File: src/logic/dci_pkg.sv
// constants and register map of the dsp cpu interrupt controller
// Notes on behaviour
// - a one written to clear strobe bits 4..15 clears that pending flag, zeros do nothing.
// - software can read the pending flags, one bit per cpu interrupt.
// - the enable register holds one enable bit for each cpu interrupt 0..15.
// - with the global enable clear no maskable interrupt is taken at all.
// - an interrupt is taken only if the global enable and its own enable are both set.
// - polarity bits 0..3 invert the active sense of external interrupts 4..7.
// - low and high mux registers (select 0 and 1) hold readable per-interrupt source fields.
// - each mux field holds a source number 0..15 that drives its cpu interrupt flag.
// - writing one to the host interrupt bit raises a request toward the host.
// - the idle stall lasts until an interrupt is serviced.
// - a writable service table pointer gives the base of the vector table.
// - a one written to set strobe bits 4..15 sets that pending flag.
// - writing one to the host-to-core interrupt bit clears that flag.
package dci_pkg;
  localparam int           DCI_NUM_INT   = 16;
  localparam int           DCI_FIRST_MSK = 4;
  localparam int           DCI_SEL_W     = 4;
  localparam int           DCI_NUM_PIN   = 4;
  localparam int           DCI_PIN_BASE  = 4;
  localparam int           DCI_LOW_FIRST = 4;
  localparam int           DCI_HIGH_FIRST = 12;
  localparam int           DCI_ADDR_W    = 6;
  // byte offsets of the register words
  localparam logic [5:0]   OFS_FLAG      = 6'h00;
  localparam logic [5:0]   OFS_SET       = 6'h04;
  localparam logic [5:0]   OFS_CLR       = 6'h08;
  localparam logic [5:0]   OFS_ENABLE    = 6'h0c;
  localparam logic [5:0]   OFS_CTRL      = 6'h10;
  localparam logic [5:0]   OFS_POLARITY  = 6'h14;
  localparam logic [5:0]   OFS_MUX_LOW   = 6'h18;
  localparam logic [5:0]   OFS_MUX_HIGH  = 6'h1c;
  localparam logic [5:0]   OFS_TABLE     = 6'h20;
  localparam logic [5:0]   OFS_HOST      = 6'h24;
  localparam logic [5:0]   OFS_EVT_STAT  = 6'h28;
  localparam logic [5:0]   OFS_EVT_MASK  = 6'h2c;
  // field positions
  localparam int           CTRL_GIE_BIT  = 0;
  localparam int           CTRL_IDLE_BIT = 1;
  localparam int           HOST_CORE_BIT = 0;
  localparam int           HOST_INT_BIT  = 1;
  localparam int           EVT_TAKEN     = 0;
  localparam int           EVT_HOST_CORE = 1;
  localparam int           EVT_IDLE_END  = 2;
  localparam int           EVT_W         = 3;
  localparam int           VEC_SHIFT     = 5;
  // writable part of the flag strobes: interrupts 4..15
  localparam logic [15:0]  MASKABLE      = 16'hfff0;
  // reset values
  localparam logic [31:0]  RST_MUX_LOW   = 32'hba987654;
  localparam logic [31:0]  RST_MUX_HIGH  = 32'h0000fedc;
  localparam logic [31:0]  RST_TABLE     = 32'h00000000;
  localparam logic [15:0]  RST_ENABLE    = 16'h0000;
endpackage

File: src/logic/dci_pin_edge.sv
// active-edge detector for the external interrupt pins
`timescale 1ns/1ns
module dci_pin_edge
  import dci_pkg::*;
(
  input  wire logic                   ref_clk,
  input  wire logic                   rst_n,
  input  wire logic [DCI_NUM_PIN-1:0] pin,
  input  wire logic [DCI_NUM_PIN-1:0] invert,
  output logic      [DCI_NUM_PIN-1:0] evt
);
  logic [DCI_NUM_PIN-1:0] level;
  logic [DCI_NUM_PIN-1:0] prev_reg;

  genvar i;
  generate
    for (i = 0; i < DCI_NUM_PIN; i++) begin : g_pin
      // inverted sense turns a falling pin into a rising event
      assign level[i] = pin[i] ^ invert[i];
      assign evt[i]   = level[i] & ~prev_reg[i];
      // previous sensed level
      always_ff @(posedge ref_clk or negedge rst_n) begin
        if (!rst_n) begin
          prev_reg[i] <= 1'b0;
        end else begin
          prev_reg[i] <= level[i];
        end
      end
    end
  endgenerate
endmodule

File: src/logic/dci_prio.sv
// lowest-number-first priority pick over the cpu interrupts
`timescale 1ns/1ns
module dci_prio
  import dci_pkg::*;
(
  input  wire logic [DCI_NUM_INT-1:0] req,
  output logic                        found,
  output logic      [3:0]             idx
);
  // scan from the top so the lowest set bit wins
  always_comb begin
    found = 1'b0;
    idx   = 4'h0;
    for (int i = DCI_NUM_INT - 1; i >= 0; i--) begin
      if (req[i]) begin
        found = 1'b1;
        idx   = 4'(i);
      end
    end
  end
endmodule

File: src/logic/dci_ctrl.sv
// top of the dsp cpu interrupt controller with its avalon register slave
`timescale 1ns/1ns
module dci_ctrl
  import dci_pkg::*;
(
  input  wire logic                   ref_clk,
  input  wire logic                   rst_n,
  // avalon-mm slave
  input  wire logic [DCI_ADDR_W-1:0]  avs_address,
  input  wire logic                   avs_read,
  input  wire logic                   avs_write,
  input  wire logic [31:0]            avs_writedata,
  output logic      [31:0]            avs_readdata,
  output logic                        avs_waitrequest,
  // interrupt sources
  input  wire logic [DCI_NUM_INT-1:0] periph_evt,
  input  wire logic [DCI_NUM_PIN-1:0] ext_int_pin,
  // cpu core side
  output logic                        cpu_int_req,
  output logic      [3:0]             cpu_int_num,
  output logic      [31:0]            cpu_vector_addr,
  input  wire logic                   cpu_int_ack,
  input  wire logic                   cpu_idle,
  output logic                        cpu_stall,
  // host port side
  output logic                        host_int_flag,
  input  wire logic                   host_int_clear,
  input  wire logic                   host_core_int_set,
  // interrupt toward software
  output logic                        irq
);
  // register state
  logic [DCI_NUM_INT-1:0] pending_flag_reg;
  logic [DCI_NUM_INT-1:0] pending_flag_next;
  logic [DCI_NUM_INT-1:0] per_int_enable_reg;
  logic                   global_int_enable_reg;
  logic [DCI_NUM_PIN-1:0] ext_polarity_reg;
  logic [31:0]            mux_low_reg;
  logic [31:0]            mux_high_reg;
  logic [31:0]            service_table_pointer_reg;
  logic                   host_to_core_int_flag_reg;
  logic                   host_int_flag_reg;
  logic [EVT_W-1:0]       evt_stat_reg;
  logic [EVT_W-1:0]       evt_stat_next;
  logic [EVT_W-1:0]       evt_mask_reg;
  logic                   irq_reg;

  // bus handshake state
  logic                   wait_reg;
  logic [31:0]            rdata_reg;
  logic                   bus_req;
  logic                   bus_acc;
  logic                   wr_acc;
  logic                   rd_acc;
  logic [31:0]            rd_mux;

  // dispatch state
  logic                   take_req_reg;
  logic [3:0]             take_num_reg;
  logic [31:0]            vector_reg;
  logic                   stall_reg;
  logic                   serviced;

  // source and flag helpers
  logic [DCI_NUM_PIN-1:0] pin_evt;
  logic [DCI_NUM_INT-1:0] src_all;
  logic [DCI_NUM_INT-1:0] mapped_evt;
  logic [DCI_NUM_INT-1:0] set_mask;
  logic [DCI_NUM_INT-1:0] clr_mask;
  logic [DCI_NUM_INT-1:0] ack_mask;
  logic [DCI_NUM_INT-1:0] eligible;
  logic                   cand_found;
  logic [3:0]             cand_idx;
  logic [EVT_W-1:0]       evt_set;

  // ------------------------------------------------------------------
  // avalon slave: one wait cycle, then the access completes
  // ------------------------------------------------------------------
  assign bus_req = avs_read | avs_write;
  assign bus_acc = bus_req & ~wait_reg;
  assign wr_acc  = bus_acc & avs_write;
  assign rd_acc  = bus_acc & avs_read;

  // waitrequest drops for exactly the completing cycle
  always_ff @(posedge ref_clk or negedge rst_n) begin
    if (!rst_n) begin
      wait_reg <= 1'b1;
    end else if (bus_req && wait_reg) begin
      wait_reg <= 1'b0;
    end else begin
      wait_reg <= 1'b1;
    end
  end

  // read data word for the addressed register
  always_comb begin
    rd_mux = 32'h0;
    unique case (avs_address)
      OFS_FLAG:     rd_mux[DCI_NUM_INT-1:0] = pending_flag_reg;
      OFS_ENABLE:   rd_mux[DCI_NUM_INT-1:0] = per_int_enable_reg;
      OFS_CTRL: begin
        rd_mux[CTRL_GIE_BIT]  = global_int_enable_reg;
        rd_mux[CTRL_IDLE_BIT] = stall_reg;
      end
      OFS_POLARITY: rd_mux[DCI_NUM_PIN-1:0] = ext_polarity_reg;
      OFS_MUX_LOW:  rd_mux = mux_low_reg;
      OFS_MUX_HIGH: rd_mux = mux_high_reg;
      OFS_TABLE:    rd_mux = service_table_pointer_reg;
      OFS_HOST: begin
        rd_mux[HOST_CORE_BIT] = host_to_core_int_flag_reg;
        rd_mux[HOST_INT_BIT]  = host_int_flag_reg;
      end
      OFS_EVT_STAT: rd_mux[EVT_W-1:0] = evt_stat_reg;
      OFS_EVT_MASK: rd_mux[EVT_W-1:0] = evt_mask_reg;
      default:      rd_mux = 32'h0;
    endcase
  end

  // read data captured in the wait cycle, stands at completion
  always_ff @(posedge ref_clk or negedge rst_n) begin
    if (!rst_n) begin
      rdata_reg <= 32'h0;
    end else if (bus_req && wait_reg && avs_read) begin
      rdata_reg <= rd_mux;
    end
  end

  // ------------------------------------------------------------------
  // sources: pins through polarity, then per-interrupt mux
  // ------------------------------------------------------------------
  dci_pin_edge u_pin_edge (
    .ref_clk (ref_clk),
    .rst_n   (rst_n),
    .pin     (ext_int_pin),
    .invert  (ext_polarity_reg),
    .evt     (pin_evt)
  );

  // pin events take the source numbers of the external interrupts
  always_comb begin
    src_all = periph_evt;
    src_all[DCI_PIN_BASE +: DCI_NUM_PIN] = pin_evt;
  end

  genvar gi;
  generate
    for (gi = 0; gi < DCI_NUM_INT; gi++) begin : g_map
      if (gi < DCI_FIRST_MSK) begin : g_fixed
        // reset, nmi and reserved positions have no source
        assign mapped_evt[gi] = 1'b0;
      end else if (gi < DCI_HIGH_FIRST) begin : g_low
        // field of the low mux register
        assign mapped_evt[gi] =
          src_all[mux_low_reg[(gi - DCI_LOW_FIRST) * DCI_SEL_W +: DCI_SEL_W]];
      end else begin : g_high
        // field of the high mux register
        assign mapped_evt[gi] =
          src_all[mux_high_reg[(gi - DCI_HIGH_FIRST) * DCI_SEL_W +: DCI_SEL_W]];
      end
    end
  endgenerate

  // ------------------------------------------------------------------
  // pending flags
  // ------------------------------------------------------------------
  assign serviced = take_req_reg & cpu_int_ack;

  // set and clear masks from strobes, sources and acknowledge
  always_comb begin
    set_mask = mapped_evt;
    clr_mask = '0;
    ack_mask = '0;
    if (wr_acc && avs_address == OFS_SET) begin
      set_mask = set_mask | (avs_writedata[DCI_NUM_INT-1:0] & MASKABLE);
    end
    if (wr_acc && avs_address == OFS_CLR) begin
      clr_mask = avs_writedata[DCI_NUM_INT-1:0] & MASKABLE;
    end
    if (serviced) begin
      ack_mask[take_num_reg] = 1'b1;
    end
  end

  // an event in the clearing cycle survives the clear
  assign pending_flag_next = (pending_flag_reg & ~clr_mask & ~ack_mask) | set_mask;

  // the flag register
  always_ff @(posedge ref_clk or negedge rst_n) begin
    if (!rst_n) begin
      pending_flag_reg <= '0;
    end else begin
      pending_flag_reg <= pending_flag_next;
    end
  end

  // ------------------------------------------------------------------
  // software-written configuration
  // ------------------------------------------------------------------
  // per-interrupt enables
  always_ff @(posedge ref_clk or negedge rst_n) begin
    if (!rst_n) begin
      per_int_enable_reg <= RST_ENABLE;
    end else if (wr_acc && avs_address == OFS_ENABLE) begin
      per_int_enable_reg <= avs_writedata[DCI_NUM_INT-1:0];
    end
  end

  // global enable in the control word
  always_ff @(posedge ref_clk or negedge rst_n) begin
    if (!rst_n) begin
      global_int_enable_reg <= 1'b0;
    end else if (wr_acc && avs_address == OFS_CTRL) begin
      global_int_enable_reg <= avs_writedata[CTRL_GIE_BIT];
    end
  end

  // external pin polarity
  always_ff @(posedge ref_clk or negedge rst_n) begin
    if (!rst_n) begin
      ext_polarity_reg <= '0;
    end else if (wr_acc && avs_address == OFS_POLARITY) begin
      ext_polarity_reg <= avs_writedata[DCI_NUM_PIN-1:0];
    end
  end

  // source multiplexer registers
  always_ff @(posedge ref_clk or negedge rst_n) begin
    if (!rst_n) begin
      mux_low_reg  <= RST_MUX_LOW;
      mux_high_reg <= RST_MUX_HIGH;
    end else if (wr_acc && avs_address == OFS_MUX_LOW) begin
      mux_low_reg  <= avs_writedata;
    end else if (wr_acc && avs_address == OFS_MUX_HIGH) begin
      mux_high_reg <= {16'h0, avs_writedata[15:0]};
    end
  end

  // vector table base
  always_ff @(posedge ref_clk or negedge rst_n) begin
    if (!rst_n) begin
      service_table_pointer_reg <= RST_TABLE;
    end else if (wr_acc && avs_address == OFS_TABLE) begin
      service_table_pointer_reg <= avs_writedata;
    end
  end

  // ------------------------------------------------------------------
  // host port flags
  // ------------------------------------------------------------------
  // host interrupt: set by software, cleared by the host
  always_ff @(posedge ref_clk or negedge rst_n) begin
    if (!rst_n) begin
      host_int_flag_reg <= 1'b0;
    end else if (wr_acc && avs_address == OFS_HOST && avs_writedata[HOST_INT_BIT]) begin
      host_int_flag_reg <= 1'b1;
    end else if (host_int_clear) begin
      host_int_flag_reg <= 1'b0;
    end
  end

  // host-to-core flag: set by the host, write one clears, set wins
  always_ff @(posedge ref_clk or negedge rst_n) begin
    if (!rst_n) begin
      host_to_core_int_flag_reg <= 1'b0;
    end else if (host_core_int_set) begin
      host_to_core_int_flag_reg <= 1'b1;
    end else if (wr_acc && avs_address == OFS_HOST && avs_writedata[HOST_CORE_BIT]) begin
      host_to_core_int_flag_reg <= 1'b0;
    end
  end

  // ------------------------------------------------------------------
  // dispatch toward the cpu
  // ------------------------------------------------------------------
  // only flags passing both enables compete
  always_comb begin
    eligible = '0;
    if (global_int_enable_reg) begin
      eligible = pending_flag_reg & per_int_enable_reg & MASKABLE;
    end
  end

  dci_prio u_prio (
    .req   (eligible),
    .found (cand_found),
    .idx   (cand_idx)
  );

  // request level follows the best candidate, drops for the cycle after the ack
  always_ff @(posedge ref_clk or negedge rst_n) begin
    if (!rst_n) begin
      take_req_reg <= 1'b0;
      take_num_reg <= 4'h0;
    end else begin
      take_req_reg <= cand_found & ~serviced;
      take_num_reg <= cand_idx;
    end
  end

  // vector address: table base plus a 32-byte slot per interrupt
  always_ff @(posedge ref_clk or negedge rst_n) begin
    if (!rst_n) begin
      vector_reg <= 32'h0;
    end else begin
      vector_reg <= service_table_pointer_reg + (32'(cand_idx) << VEC_SHIFT);
    end
  end

  // idle stall: entered by the idle instruction, left on service
  always_ff @(posedge ref_clk or negedge rst_n) begin
    if (!rst_n) begin
      stall_reg <= 1'b0;
    end else if (serviced) begin
      stall_reg <= 1'b0;
    end else if (cpu_idle) begin
      stall_reg <= 1'b1;
    end
  end

  // ------------------------------------------------------------------
  // software interrupt: sticky events, read clears, mask gates
  // ------------------------------------------------------------------
  always_comb begin
    evt_set = '0;
    evt_set[EVT_TAKEN]     = serviced;
    evt_set[EVT_HOST_CORE] = host_core_int_set;
    evt_set[EVT_IDLE_END]  = serviced & stall_reg;
  end

  // read clears only what it returned
  always_comb begin
    evt_stat_next = evt_stat_reg;
    if (rd_acc && avs_address == OFS_EVT_STAT) begin
      evt_stat_next = evt_stat_reg & ~rdata_reg[EVT_W-1:0];
    end
    evt_stat_next = evt_stat_next | evt_set;
  end

  // event status and mask registers
  always_ff @(posedge ref_clk or negedge rst_n) begin
    if (!rst_n) begin
      evt_stat_reg <= '0;
      evt_mask_reg <= '0;
    end else begin
      evt_stat_reg <= evt_stat_next;
      if (wr_acc && avs_address == OFS_EVT_MASK) begin
        evt_mask_reg <= avs_writedata[EVT_W-1:0];
      end
    end
  end

  // level interrupt from unmasked status
  always_ff @(posedge ref_clk or negedge rst_n) begin
    if (!rst_n) begin
      irq_reg <= 1'b0;
    end else begin
      irq_reg <= |(evt_stat_next & evt_mask_reg);
    end
  end

  // ------------------------------------------------------------------
  // outputs, all from flip-flops
  // ------------------------------------------------------------------
  assign avs_readdata    = rdata_reg;
  assign avs_waitrequest = wait_reg;
  assign cpu_int_req     = take_req_reg;
  assign cpu_int_num     = take_num_reg;
  assign cpu_vector_addr = vector_reg;
  assign cpu_stall       = stall_reg;
  assign host_int_flag   = host_int_flag_reg;
  assign irq             = irq_reg;
endmodule

File: config.mk
export PLATFORM = sky130hd
export DESIGN_NAME = dci_ctrl
export DESIGN_NICKNAME = d
export VERILOG_FILES = /design/src/logic/dci_pkg.sv /design/src/logic/dci_pin_edge.sv /design/src/logic/dci_prio.sv /design/src/logic/dci_ctrl.sv
export SDC_FILE = /design/constraint.sdc
export NUM_CORES = 1
export LEC_CHECK = 0
export BUFFER_PORTS_ARGS = -buffer_cell sky130_fd_sc_hd__buf_2
export CAP_MARGIN = 20
export CORE_UTILIZATION = 42
export DETAILED_ROUTE_END_ITERATION = 7
export PLACE_DENSITY_LB_ADDON = 0.1
export SLEW_MARGIN = 10
export SYNTH_ARGS = -nofsm -noshare
export SYNTH_HDL_FRONTEND = slang
export SYNTH_SLANG_ARGS = --single-unit
File: constraint.sdc
create_clock -name ref_clk -period 8.58 [get_ports ref_clk]
set_clock_uncertainty 0.2 [all_clocks]
set_input_delay 1.716 -clock ref_clk [delete_from_list [all_inputs] [get_ports ref_clk]]
set_output_delay 1.716 -clock ref_clk [all_outputs]
set_load 0.02 [all_outputs]
== Word-level counts from Yosys, hierarchy flattened ==
Index checks and enable logic that the tools add are counted.

* Memory bits (writable): 0
* Latch bits: 0
* Output and inout bits: 73
* Memories kept: 0
* Register bits: 201
* Memory bits (read-only): 0

* Shifts and indexed selects: 0
* Add/subtract/negate cells: 1
* Multiply operators: 0
* Divide/modulo/power cells: 0
* Bitwise operators: 33
* $lt $le $gt $ge: 14
* Reductions and logical operators: 22
* Multiplexer cells: 75
* Equal/unequal tests: 11

{| class="wikitable"
|+ Operator list
! cell !! count
|-
| < comparator 4 x 5 -> 1 bit, second input constant || 13
|-
| two-way mux 16 bit || 4
|-
| two-way mux 4 bit || 16
|-
| case mux 12 bit (5 select lines) || 1
|-
| AND 16 bit || 3
|-
| binary-select mux 1 bit (select 4 bit) || 12
|-
| two-way mux 1 bit || 36
|-
| adder 32 x 9 -> 32 bit || 1
|-
| NOT 16 bit || 2
|-
| OR 16 bit || 2
|-
| case mux 16 bit (2 select lines) || 1
|-
| equality test 6 x 5 -> 1 bit, second input constant || 4
|-
| equality test 6 bit, second input constant || 4
|-
| case mux 2 bit (10 select lines) || 1
|-
| logical AND 1 bit || 16
|-
| equality test 6 x 4 -> 1 bit, second input constant || 2
|-
| AND 1 bit || 10
|-
| case mux 1 bit (8 select lines) || 1
|-
| NOT 1 bit || 7
|-
| AND 3 bit || 2
|-
| equality test 6 x 3 -> 1 bit, second input constant || 1
|-
| logical NOT 6 bit || 1
|-
| case mux 1 bit (6 select lines) || 1
|-
| nonzero test 2 bit || 3
|-
| 9 further kinds || 12
|}

== Depth between registers and ports, before layout ==
Gate-level depths: netlist of the first run.

* Depth after elaboration: 19
* Mapped depth: 12
* Mapped depth without buffers: 12

== By module ==
A second synthesis of the first run with hierarchy kept.

* Cell total of the unflattened synthesis: 827
* Area total of the unflattened synthesis: 10428.8 µm²

{| class="wikitable"
|+ Modules (own cells, without submodules)
! module !! instances !! area each (µm²) !! cells each
|-
| dci_ctrl || 1 || 10079.7 || 782
|-
| dci_prio || 1 || 178.9 || 33
|-
| dci_pin_edge || 1 || 170.2 || 12
|}

== Worst setup path after synthesis of the first run ==
OpenSTA, ideal clock, no wires.

* Path type: input -> register
* Start: in avs_address[5]
* End: reg pending_flag_reg[8]
* Path buffers: 1
* Arrival time: 2967 ps
* Path slack: 5279 ps
* Setup time: 134 ps
* Stages on the path: 6
* Required time: 8246 ps
* Path through: nor4b_1 > and2_4 > buf_8 > a22oi_1 > a2111oi_2 > o21ai_1

* Longest elaborated chain between the ends: 7
* Elaborated cells on any way between the ends: 10
* Classes of those cells: eq/ne: 2; mux: 2; bitwise: 4; reduce/logical: 2

{| class="wikitable"
|+ RTL lines
! element !! line !! text
|-
| from (decl) || dci_ctrl.sv:9 || <nowiki>input wire logic [DCI_ADDR_W-1:0] avs_address,</nowiki>
|-
| equality test 6 x 4 -> 1 bit || dci_ctrl.sv:176 || <nowiki>if (wr_acc && avs_address == OFS_CLR) begin</nowiki>
|-
| logical AND 1 bit || dci_ctrl.sv:176 ||
|-
| two-way mux 16 bit || dci_ctrl.sv:176 ||
|-
| NOT 16 bit || dci_ctrl.sv:185 || <nowiki>assign pending_flag_next = (pending_flag_reg & ~clr_mask & ~ack_mask) | set_mask;</nowiki>
|-
| AND 16 bit (2 in series) || dci_ctrl.sv:185 ||
|-
| OR 16 bit * || dci_ctrl.sv:185 ||
|-
| via pending_flag_next[8] || dci_ctrl.sv:34 || <nowiki>logic [DCI_NUM_INT-1:0] pending_flag_next;</nowiki>
|-
| to (signal assigned) || dci_ctrl.sv:192 || <nowiki>pending_flag_reg <= pending_flag_next;</nowiki>
|-
| to (decl) || dci_ctrl.sv:33 || <nowiki>logic [DCI_NUM_INT-1:0] pending_flag_reg;</nowiki>
|}

The timed path passes the listed nets; every way through them passes the cells marked *.
A chain may end at the register's enable or synchronous reset.

== Final worst setup path of the first run ==
* Start: in avs_address[5]
* End: reg service_table_pointer_reg[17]

* Longest elaborated chain between the ends: 2

{| class="wikitable"
|+ RTL lines
! element !! line !! text
|-
| equality test 6 bit || dci_ctrl.sv:242 || <nowiki>end else if (wr_acc && avs_address == OFS_TABLE) begin</nowiki>
|-
| logical AND 1 bit || dci_ctrl.sv:242 ||
|-
| to (signal assigned) || dci_ctrl.sv:243 || <nowiki>service_table_pointer_reg <= avs_writedata;</nowiki>
|-
| to (decl) || dci_ctrl.sv:40 || <nowiki>logic [31:0] service_table_pointer_reg;</nowiki>
|}

Every way passes these cells.

==> results.yml, run 1 <==
run_status:
  status: "completed"
grt:
  grt_pass1_vias: 7886
  antenna_found_initial: 3
  grt_pass1_wl_um: 47700
  track_usage: 0.240
  grt_overflow_total: 0
  grt_max_degree: 74
timing:
  setup_ws_ps: 4010
  tightest_slew_ps: 1130
  worst_hold_slack_ps: 215
  setup_viol: 0
  hold_viol: 0
  setup_tns_ps: 0
  fmax_mhz: 219
  rsz0062_at_grt: "no"
  min_period_ps: 4570
  period_share: 0.532
  slew_violations: 0
  slew_headroom: 0.244
setup_path:
  worstSetupPathType: "primary input to register"
  critPathCaptureType: "register"
  r2r_slack_ps: 5080
  crit_required_ps: 8770
  start_kind: "primary input"
  crit_fanout: 32
  cp_data_arrival_time_ps: 4750
  r2r_end: "cpu_vector_addr[15]"
  r2r-start: "pending_flag_reg[14]"
  reg2regPathDepth: 12
logic_synthesis:
  ys_ff_latch: 201
  syn_avg_cell_area_um2: 12.3
  synth_top_flop_cell: "dfrtp_1"
  yosysUniqueCellTypes: 69
  synth_edf_count: 0
  syn_nets: 927
  synth_top_area_frac: 0.410
  synth_area_leader_cell: "dfrtp_1"
  netlist_area_um2: 10500
  synthCells: 856
  synth_warnings: 0
  ys_async_sr_fraction: 1.00
  synth_seq_area_share: 0.482
  synth.top_cells.by_area: "dfrtp_1 (41%), mux4_2 (8.6%), dfstp_2 (7.3%)"
die:
  die_w_um: 160
  initial_utilization: 0.430
  core_um2: 24500
  chipHeight_um: 160
  dieArea_um2: 25700
  io_pins: 139
  rows: 57
cts:
  cts_resized: 0
  postCtsSetupBuffers: 0
  cts_tree: "yes"
  postCtsHoldBufs: 0
  cts_max_level: 1
  numCtsBuffers: 24
  clock_sinks: 201
  clk_pin_slew_ps: 60
  clock-root-buffer: "clkbuf_16"
  clock_latency_ps: 520
  clock_path_buffers: 3
hold_path:
  hold_depth: 0
  hp-class: "register to register"
  worstHoldStart: "service_table_pointer_reg[3]"
  whs_endpoint: "cpu_vector_addr[3]"
power_and_ir_drop:
  pwr-share-clk: 0.425
  p_comb_frac: 0.147
  switchingPower_uw: 726
  p_seq_frac: 0.428
  leakagePower_nw: 5.46
  power_mw: 2.67
  power.density_nw_per_um2: 218
  vdd_ir_drop_max_mv: 0.129
  p_sw_frac: 0.272
  internal-power_mw: 1.95
finish:
  fillers: 2208
  final_cell_area_um2: 12200
  area_growth_pct: 16.5
  nNetsFinal: 1029
  drive_gt1_frac: 0.321
placement:
  dp_hpwl_um: 20600
  place_ws_ps: 3510
  placed_area_um2: 11400
  place_congestion: 0.844
  io_buffer_count: 134
drt:
  drt_iter0_drc: 626
  post_drt_wl_per_cell_um: 23.2
  via_per_inst: 5.95
  num_vias: 7735
  drtPass1Iterations: 5
  route.detailed.drc: 0
  routed_wl_um: 30100
  ant_nets: 0
flow_run:
  max_cap_violations: 0
[cells by family after synthesis]
group / after synthesis / synth area share
XOR/XNOR: 29 / 0.0242
multiplexers: 165 / 0.221
AND/OR/NAND/NOR: 215 / 0.110
buffers and inverters: 79 / 0.0338
flip-flops: 201 / 0.482
AO/OA/AOI/OAI: 162 / 0.122
adder cells (fa/ha/maj): 5 / 0.00667
[through the flow]
step	utilization	instances
global placement	0.464	1256
detailed placement	0.464	1256
CTS	0.500	1299
global route	0.500	1300
finish	0.500	1300
floorplan	-	856
[cell usage in the layout (no fill, tap or decap), drive strengths merged, types with 7 or more instances in the layout]
cell / n
a32o: 9
xnor2: 18
nand4: 9
mux2: 104
a222oi: 12
nand3: 27
mux2i: 21
a22oi: 18
dfrtp: 172
nor2: 54
o21ai: 13
buf: 142
a21oi: 24
nor2b: 12
a221oi: 32
nand2: 51
mux4: 40
clkbuf: 35
nor3b: 13
inv: 13
a32oi: 8
and2: 10
and3: 7
dfstp: 29
xor2: 11
[power groups by stage]
stage / registers [mW] / logic (mW) / clock network, mW
6_report: 1.14 / 0.393 / 1.13
5_1_grt: 1.16 / 0.429 / 1.19
4_1_cts: 1.14 / 0.398 / 1.16
2_1_floorplan: 1.17 / 0.219 / 0
3_3_place_gp: 1.16 / 0.393 / 0
3_5_place_dp: 1.16 / 0.396 / 0
[per-layer routing]
metal  track usage  vias up  part of all wire
met2         0.385      248              0.46
li1              -     3482                 -
met4        0.0632        2             0.023
met3        0.0358       43             0.058
met1         0.340     3960              0.46
met5             0        -           0.00043
[cells in the mapped netlist (10+ instances only)]
cell      number
dfrtp_1      172
mux2_1        60
nor2_1        54
nand2_1       48
clkbuf_1      42
mux4_2        40
mux2_2        34
a221oi_1      32
dfstp_2       29
nand3_1       27
a21oi_1       24
mux2i_1       21
a22oi_1       18
xnor2_1       18
buf_2         17
a222oi_1      12
inv_1         12
nor2b_1       12
nor3b_1       11
xor2_1        11
mux2_4        10
[layout make-up]
type,instances,area [um2],area share
multi-input combinational,576,5090,0.416
clock inverter,9,176,0.0144
timing repair buffer,143,747,0.0610
inverter,12,45.0,0.00368
sequential,201,5070,0.414
clock buffer,34,709,0.0580
antenna,1,2.50,0.000204
tap,324,405,0.0331
[how the worst max path moves through the flow]
stage | endpoint | startpoint | slack, ps
floorplan | pending_flag_reg[8] | avs_address[5] | 5280
global placement | service_table_pointer_reg[14] | avs_address[5] | 3530
detailed placement | service_table_pointer_reg[7] | avs_address[5] | 3510
CTS | service_table_pointer_reg[17] | avs_address[5] | 4050
global route | service_table_pointer_reg[17] | avs_address[5] | 3830
finish | service_table_pointer_reg[17] | avs_address[5] | 4010
[critical path, cell delays in order]
cell     delay, ps
buf_2          250
nor2b_1        640
and2_2         810
nand2_2        750
mux2_1         560
Power figures use the tool's default switching activity.
==> run 2, diff against run 1 <==
Clock period 8.58 ns to 4.5 ns, I/O delays scaled along.
==> results.yml, run 2 (same netlist as run 1, synthesis figures left out) <==
run_status:
  status: "completed"
power_and_ir_drop:
  leakagePower_nw: 5.47
  p_seq_frac: 0.439
  vdd_ir_drop_max_mv: 0.287
  pwr-share-clk: 0.410
  switchingPower_mw: 1.38
  p_comb_frac: 0.152
  power.density_nw_per_um2: 406
  internal-power_mw: 3.60
  p_sw_frac: 0.277
  power_mw: 4.98
finish:
  nNetsFinal: 1035
  drive_gt1_frac: 0.325
  mostFrequentLayoutCell: "dfrtp_1"
  area_growth_pct: 16.6
  fillers: 2223
  layout_common_cells: "dfrtp_1 (172), buf_2 (133), mux2_1 (60)"
cts:
  numCtsBuffers: 23
  cts_max_level: 1
  clk_pin_slew_ps: 60
  postCtsSetupBuffers: 0
  clock_sinks: 201
  clock_path_buffers: 3
  cts_tree: "yes"
  postCtsHoldBufs: 0
  clock_latency_ps: 520
  clock-root-buffer: "clkbuf_16"
  cts_resized: 0
timing:
  min_period_ps: 3430
  period_share: 0.761
  rsz0062_at_grt: "no"
  setup_tns_ps: 0
  fmax_mhz: 292
  slew_headroom: 0.259
  hold_viol: 0
  slew_violations: 0
  setup_viol: 0
  tightest_slew_ps: 1110
placement:
  dp_hpwl_um: 21000
  place_congestion: 0.855
  io_buffer_count: 134
drt:
  routed_wl_um: 30300
  drt_iter0_drc: 648
  via_per_inst: 5.97
  num_vias: 7804
  post_drt_wl_per_cell_um: 23.1
  drtPass1Iterations: 8
  route.detailed.drc: 0
  ant_nets: 0
flow_run:
  max_cap_violations: 0
setup_path:
  start_kind: "register"
  cpMaxStageDelayCell: "fa_1"
  crit_buf_inv: 1
  reg2regPathDepth: 12
  crit_fanout: 4
  crit_path_max_incr_delay_ps: 430
  worstSetupPathType: "register to register"
  critPathCaptureType: "register"
  crit_required_ps: 4690
  crit_top_cell: "a21oi_1"
  cp_num_cells: 12
  cp_data_arrival_time_ps: 3620
  cpLargestDelayFamily: "compound AO/OA/AOI/OAI gates"
  cp_cell_sequence: "nand2_1, a32oi_1, a21oi_1, o21ai_0, a21oi_1, ha_1, fa_1, a211o_1, o211ai_1, inv_1, and3_1, xor2_1"
die:
  io_pins: 139
  initial_utilization: 0.430
  core_um2: 24500
  rows: 57
  chipHeight_um: 160
  die_w_um: 160
  dieArea_um2: 25700
hold_path:
  hp-class: "primary input to async pin"
grt:
  grt_pass1_vias: 7906
  antenna_found_initial: 4
  grt_max_degree: 80
  track_usage: 0.239
  grt_overflow_total: 0
  grt_pass1_wl_um: 47400
-- run 2: per-stage QoR --
step	setup WS, ps	cell area (um2)	util	hold slack, ps	instances
3_5_place_dp	1020	11400	0.467	198	1263
2_1_floorplan	1790	10500	-	169	856
5_1_grt	842	12200	0.501	226	1306
6_report	1070	12300	0.501	195	1308
3_3_place_gp	1010	11400	0.467	202	1263
4_1_cts	971	12200	0.501	217	1305
-- run 2: power groups by stage --
stage	Sequential (mW)	Clock (mW)	Combinational, mW
final	2.18	2.04	0.755
after global routing	2.21	2.15	0.820
after CTS	2.18	2.09	0.763
after detailed placement	2.21	0	0.759
after global placement	2.21	0	0.752
after floorplan	2.24	0	0.418
-- run 2: final timing paths --
path	startpoint	to	slack [ps]
setup reg to reg	pending_flag_reg[14]	cpu_vector_addr[15]	1070
min in group ref_clk	service_table_pointer_reg[4]	cpu_vector_addr[4]	210
setup / recovery	pending_flag_reg[14]	cpu_vector_addr[15]	1070
max in group asynchronous	rst_n	mux_high_reg[3]	2910
hold reg to reg	service_table_pointer_reg[4]	cpu_vector_addr[4]	210
hold / removal	rst_n	cpu_vector_addr[6]	200
-- run 2: per-layer routing --
layer	track usage	vias up	part of all wire
li1	-	3498	-
met1	0.337	4022	0.45
met2	0.390	238	0.47
met3	0.0364	44	0.057
met4	0.0545	2	0.017
met5	0	-	0.00043
-- run 2: layout make-up --
| cell class | instances | area [um2] | area share |
|---|---|---|---|
| timing repair buffer | 150 | 812 | 0.0663 |
| tap | 324 | 405 | 0.0331 |
| sequential | 201 | 5070 | 0.413 |
| inverter | 12 | 45.0 | 0.00368 |
| multi-input combinational | 576 | 5090 | 0.415 |
| clock buffer | 32 | 669 | 0.0546 |
| clock inverter | 10 | 160 | 0.0131 |
| antenna | 3 | 7.51 | 0.000613 |
-- run 2: worst register-to-register path: cells and delay by family (launching register included) --
kind | cells | cell delay (ps)
compound gates | 6 | 1360
xor+xnor | 1 | 130
flops | 1 | 390
fa+ha+maj | 2 | 670
buf+inv | 1 | 230
simple gates | 2 | 310
==> run 3, diff against run 2 <==
Clock period 4.5 ns to 2.8 ns, I/O delays scaled along.
==> results.yml, run 3 (same netlist as run 1, synthesis figures left out) <==
placement:
  dp_hpwl_um: 22300
  placed_area_um2: 12000
  io_buffer_count: 134
  place_congestion: 0.826
  place_ws_ps: -323
cts:
  clock_latency_ps: 510
  clock_sinks: 201
  cts_max_level: 1
  clk_pin_slew_ps: 60
  clock-root-buffer: "clkbuf_16"
  clock_path_buffers: 3
  cts_tree: "yes"
  numCtsBuffers: 23
power_and_ir_drop:
  power.density_nw_per_um2: 606
  p_seq_frac: 0.440
  pwr-share-clk: 0.391
  internal-power_mw: 5.73
  p_comb_frac: 0.169
  leakagePower_nw: 5.95
  switchingPower_mw: 2.24
  vdd_ir_drop_max_mv: 0.458
  p_sw_frac: 0.281
drt:
  routed_wl_um: 31900
  route.detailed.drc: 0
  drt_iter0_drc: 654
  via_per_inst: 5.83
  ant_nets: 0
  num_vias: 8129
  post_drt_wl_per_cell_um: 22.9
  drtPass1Iterations: 8
grt:
  grt_overflow_total: 0
  grt_pass1_wl_um: 50200
  antenna_found_initial: 2
  grt_pass1_vias: 8521
  track_usage: 0.253
  grt_max_degree: 70
setup_path:
  cpMaxStageDelayCell: "dfrtp_2"
  cp_cell_sequence: "buf_6, a22o_1, nand2_1, nand2_2, nor3_4, a21oi_2, ha_4, nand3_2, o211ai_1, buf_4, nor3b_2, buf_6, nand3_2, xnor2_1"
  r2r-start: "pending_flag_reg[9]"
  start_kind: "register"
  cp_data_arrival_time_ps: 3060
  crit_path_max_incr_delay_ps: 450
  worstSetupPathType: "register to register"
  critPathCaptureType: "register"
  r2r_end: "cpu_vector_addr[22]"
  r2r_slack_ps: -70
  crit_required_ps: 2990
  crit_fanout: 6
  reg2regPathDepth: 14
timing:
  min_period_ps: 2870
  slew_violations: 0
  setup_ws_ps: -70.8
  setup_viol: 10
  hold_viol: 0
  tightest_slew_ps: 1100
  rsz0062_at_grt: "yes"
  slew_headroom: 0.263
  period_share: 1.03
  fmax_mhz: 348
die:
  io_pins: 139
  core_um2: 24500
  die_w_um: 160
  initial_utilization: 0.430
  chipHeight_um: 160
  dieArea_um2: 25700
  rows: 57
finish:
  seq_area_um2: 5070
  drive_gt1_frac: 0.410
  layout_common_cells: "dfrtp_1 (169), buf_2 (133), buf_4 (94)"
  fillers: 2159
  nNetsFinal: 1126
  final_cell_area_um2: 13100
  multi_input_area_um2: 5250
  diodes: 0
  area_growth_pct: 25.0
  mostFrequentLayoutCell: "dfrtp_1"
run_status:
  status: "finished with violations"
  violations: "setup timing"
hold_path:
  whs_endpoint: "avs_waitrequest"
  worstHoldStart: "avs_write"
  hold_depth: 2
  hp-class: "primary input to register"
flow_run:
  max_cap_violations: 0
==> run 3: power groups by stage <==
stage | Clock, mW | Sequential [mW] | Combinational [mW]
final | 3.11 | 3.50 | 1.35
after global routing | 3.30 | 3.55 | 1.46
after CTS | 3.17 | 3.50 | 1.33
after detailed placement | 0 | 3.54 | 1.31
after global placement | 0 | 3.54 | 1.30
after floorplan | 0 | 3.60 | 0.671
==> run 3: worst max path at each step <==
stage                                       from                  end  slack [ps]  depth (start not counted)
after floorplan            global_int_enable_reg  cpu_vector_addr[15]          90                         11
after global placement      pending_flag_reg[14]  cpu_vector_addr[23]        -250                         14
after detailed placement    pending_flag_reg[14]  cpu_vector_addr[23]        -320                         14
after CTS                    pending_flag_reg[9]  cpu_vector_addr[22]        -100                         14
after global routing      per_int_enable_reg[14]  cpu_vector_addr[23]        -230                         15
final                        pending_flag_reg[9]  cpu_vector_addr[22]         -70                         14
==> run 3: timing repair <==
item                                   CTS  global route
endpoints found under the hold margin   57             0
buffers inserted                        12             5
gates resized for setup                 22            26
hold buffers                             1             0
pin swaps                               15            13
setup endpoints to repair               20            23
==> run 3: layout make-up <==
| class | count | area share |
|---|---|---|
| flip-flops and latches | 201 | 0.386 |
| clock inverters | 10 | 0.0100 |
| repair buffers | 241 | 0.121 |
| clock buffers | 31 | 0.0492 |
| multi-input cells | 576 | 0.400 |
| inverters | 12 | 0.00343 |
| well taps | 324 | 0.0309 |
==> run 3: layer usage <==
metal  global-route usage  share of wire  wire [um]  vias to the layer above
met3               0.0449          0.063       2020                       53
li1                     -              -          -                     3680
met2                0.406           0.46      14800                      291
met5                    0        0.00075         24                        -
met4               0.0606          0.023        743                        4
met1                0.357           0.45      14300                     4101
==> run 3: per-stage QoR <==
stage | total power [mW] | utilization | setup TNS (ps) | hold slack (ps) | std cells
2_1_floorplan | 4.27 | - | 0 | 64.4 | 856
3_3_place_gp | 4.84 | 0.491 | -2440 | 203 | 1337
3_5_place_dp | 4.86 | 0.491 | -3510 | 203 | 1337
4_1_cts | 8.00 | 0.530 | -602 | 11.1 | 1391
5_1_grt | 8.30 | 0.537 | -3040 | 26.6 | 1395
6_report | 7.96 | 0.537 | -336 | 26.9 | 1395
==> run 3: critical path: cells and delay by family, from the launching register on <==
family | cells | cell delay, ps
flip-flops | 1 | 450
XOR/XNOR | 1 | 140
buffers and inverters | 3 | 480
AND/OR/NAND/NOR | 6 | 700
adder cells (fa/ha/maj) | 1 | 290
AO/OA/AOI/OAI | 3 | 480
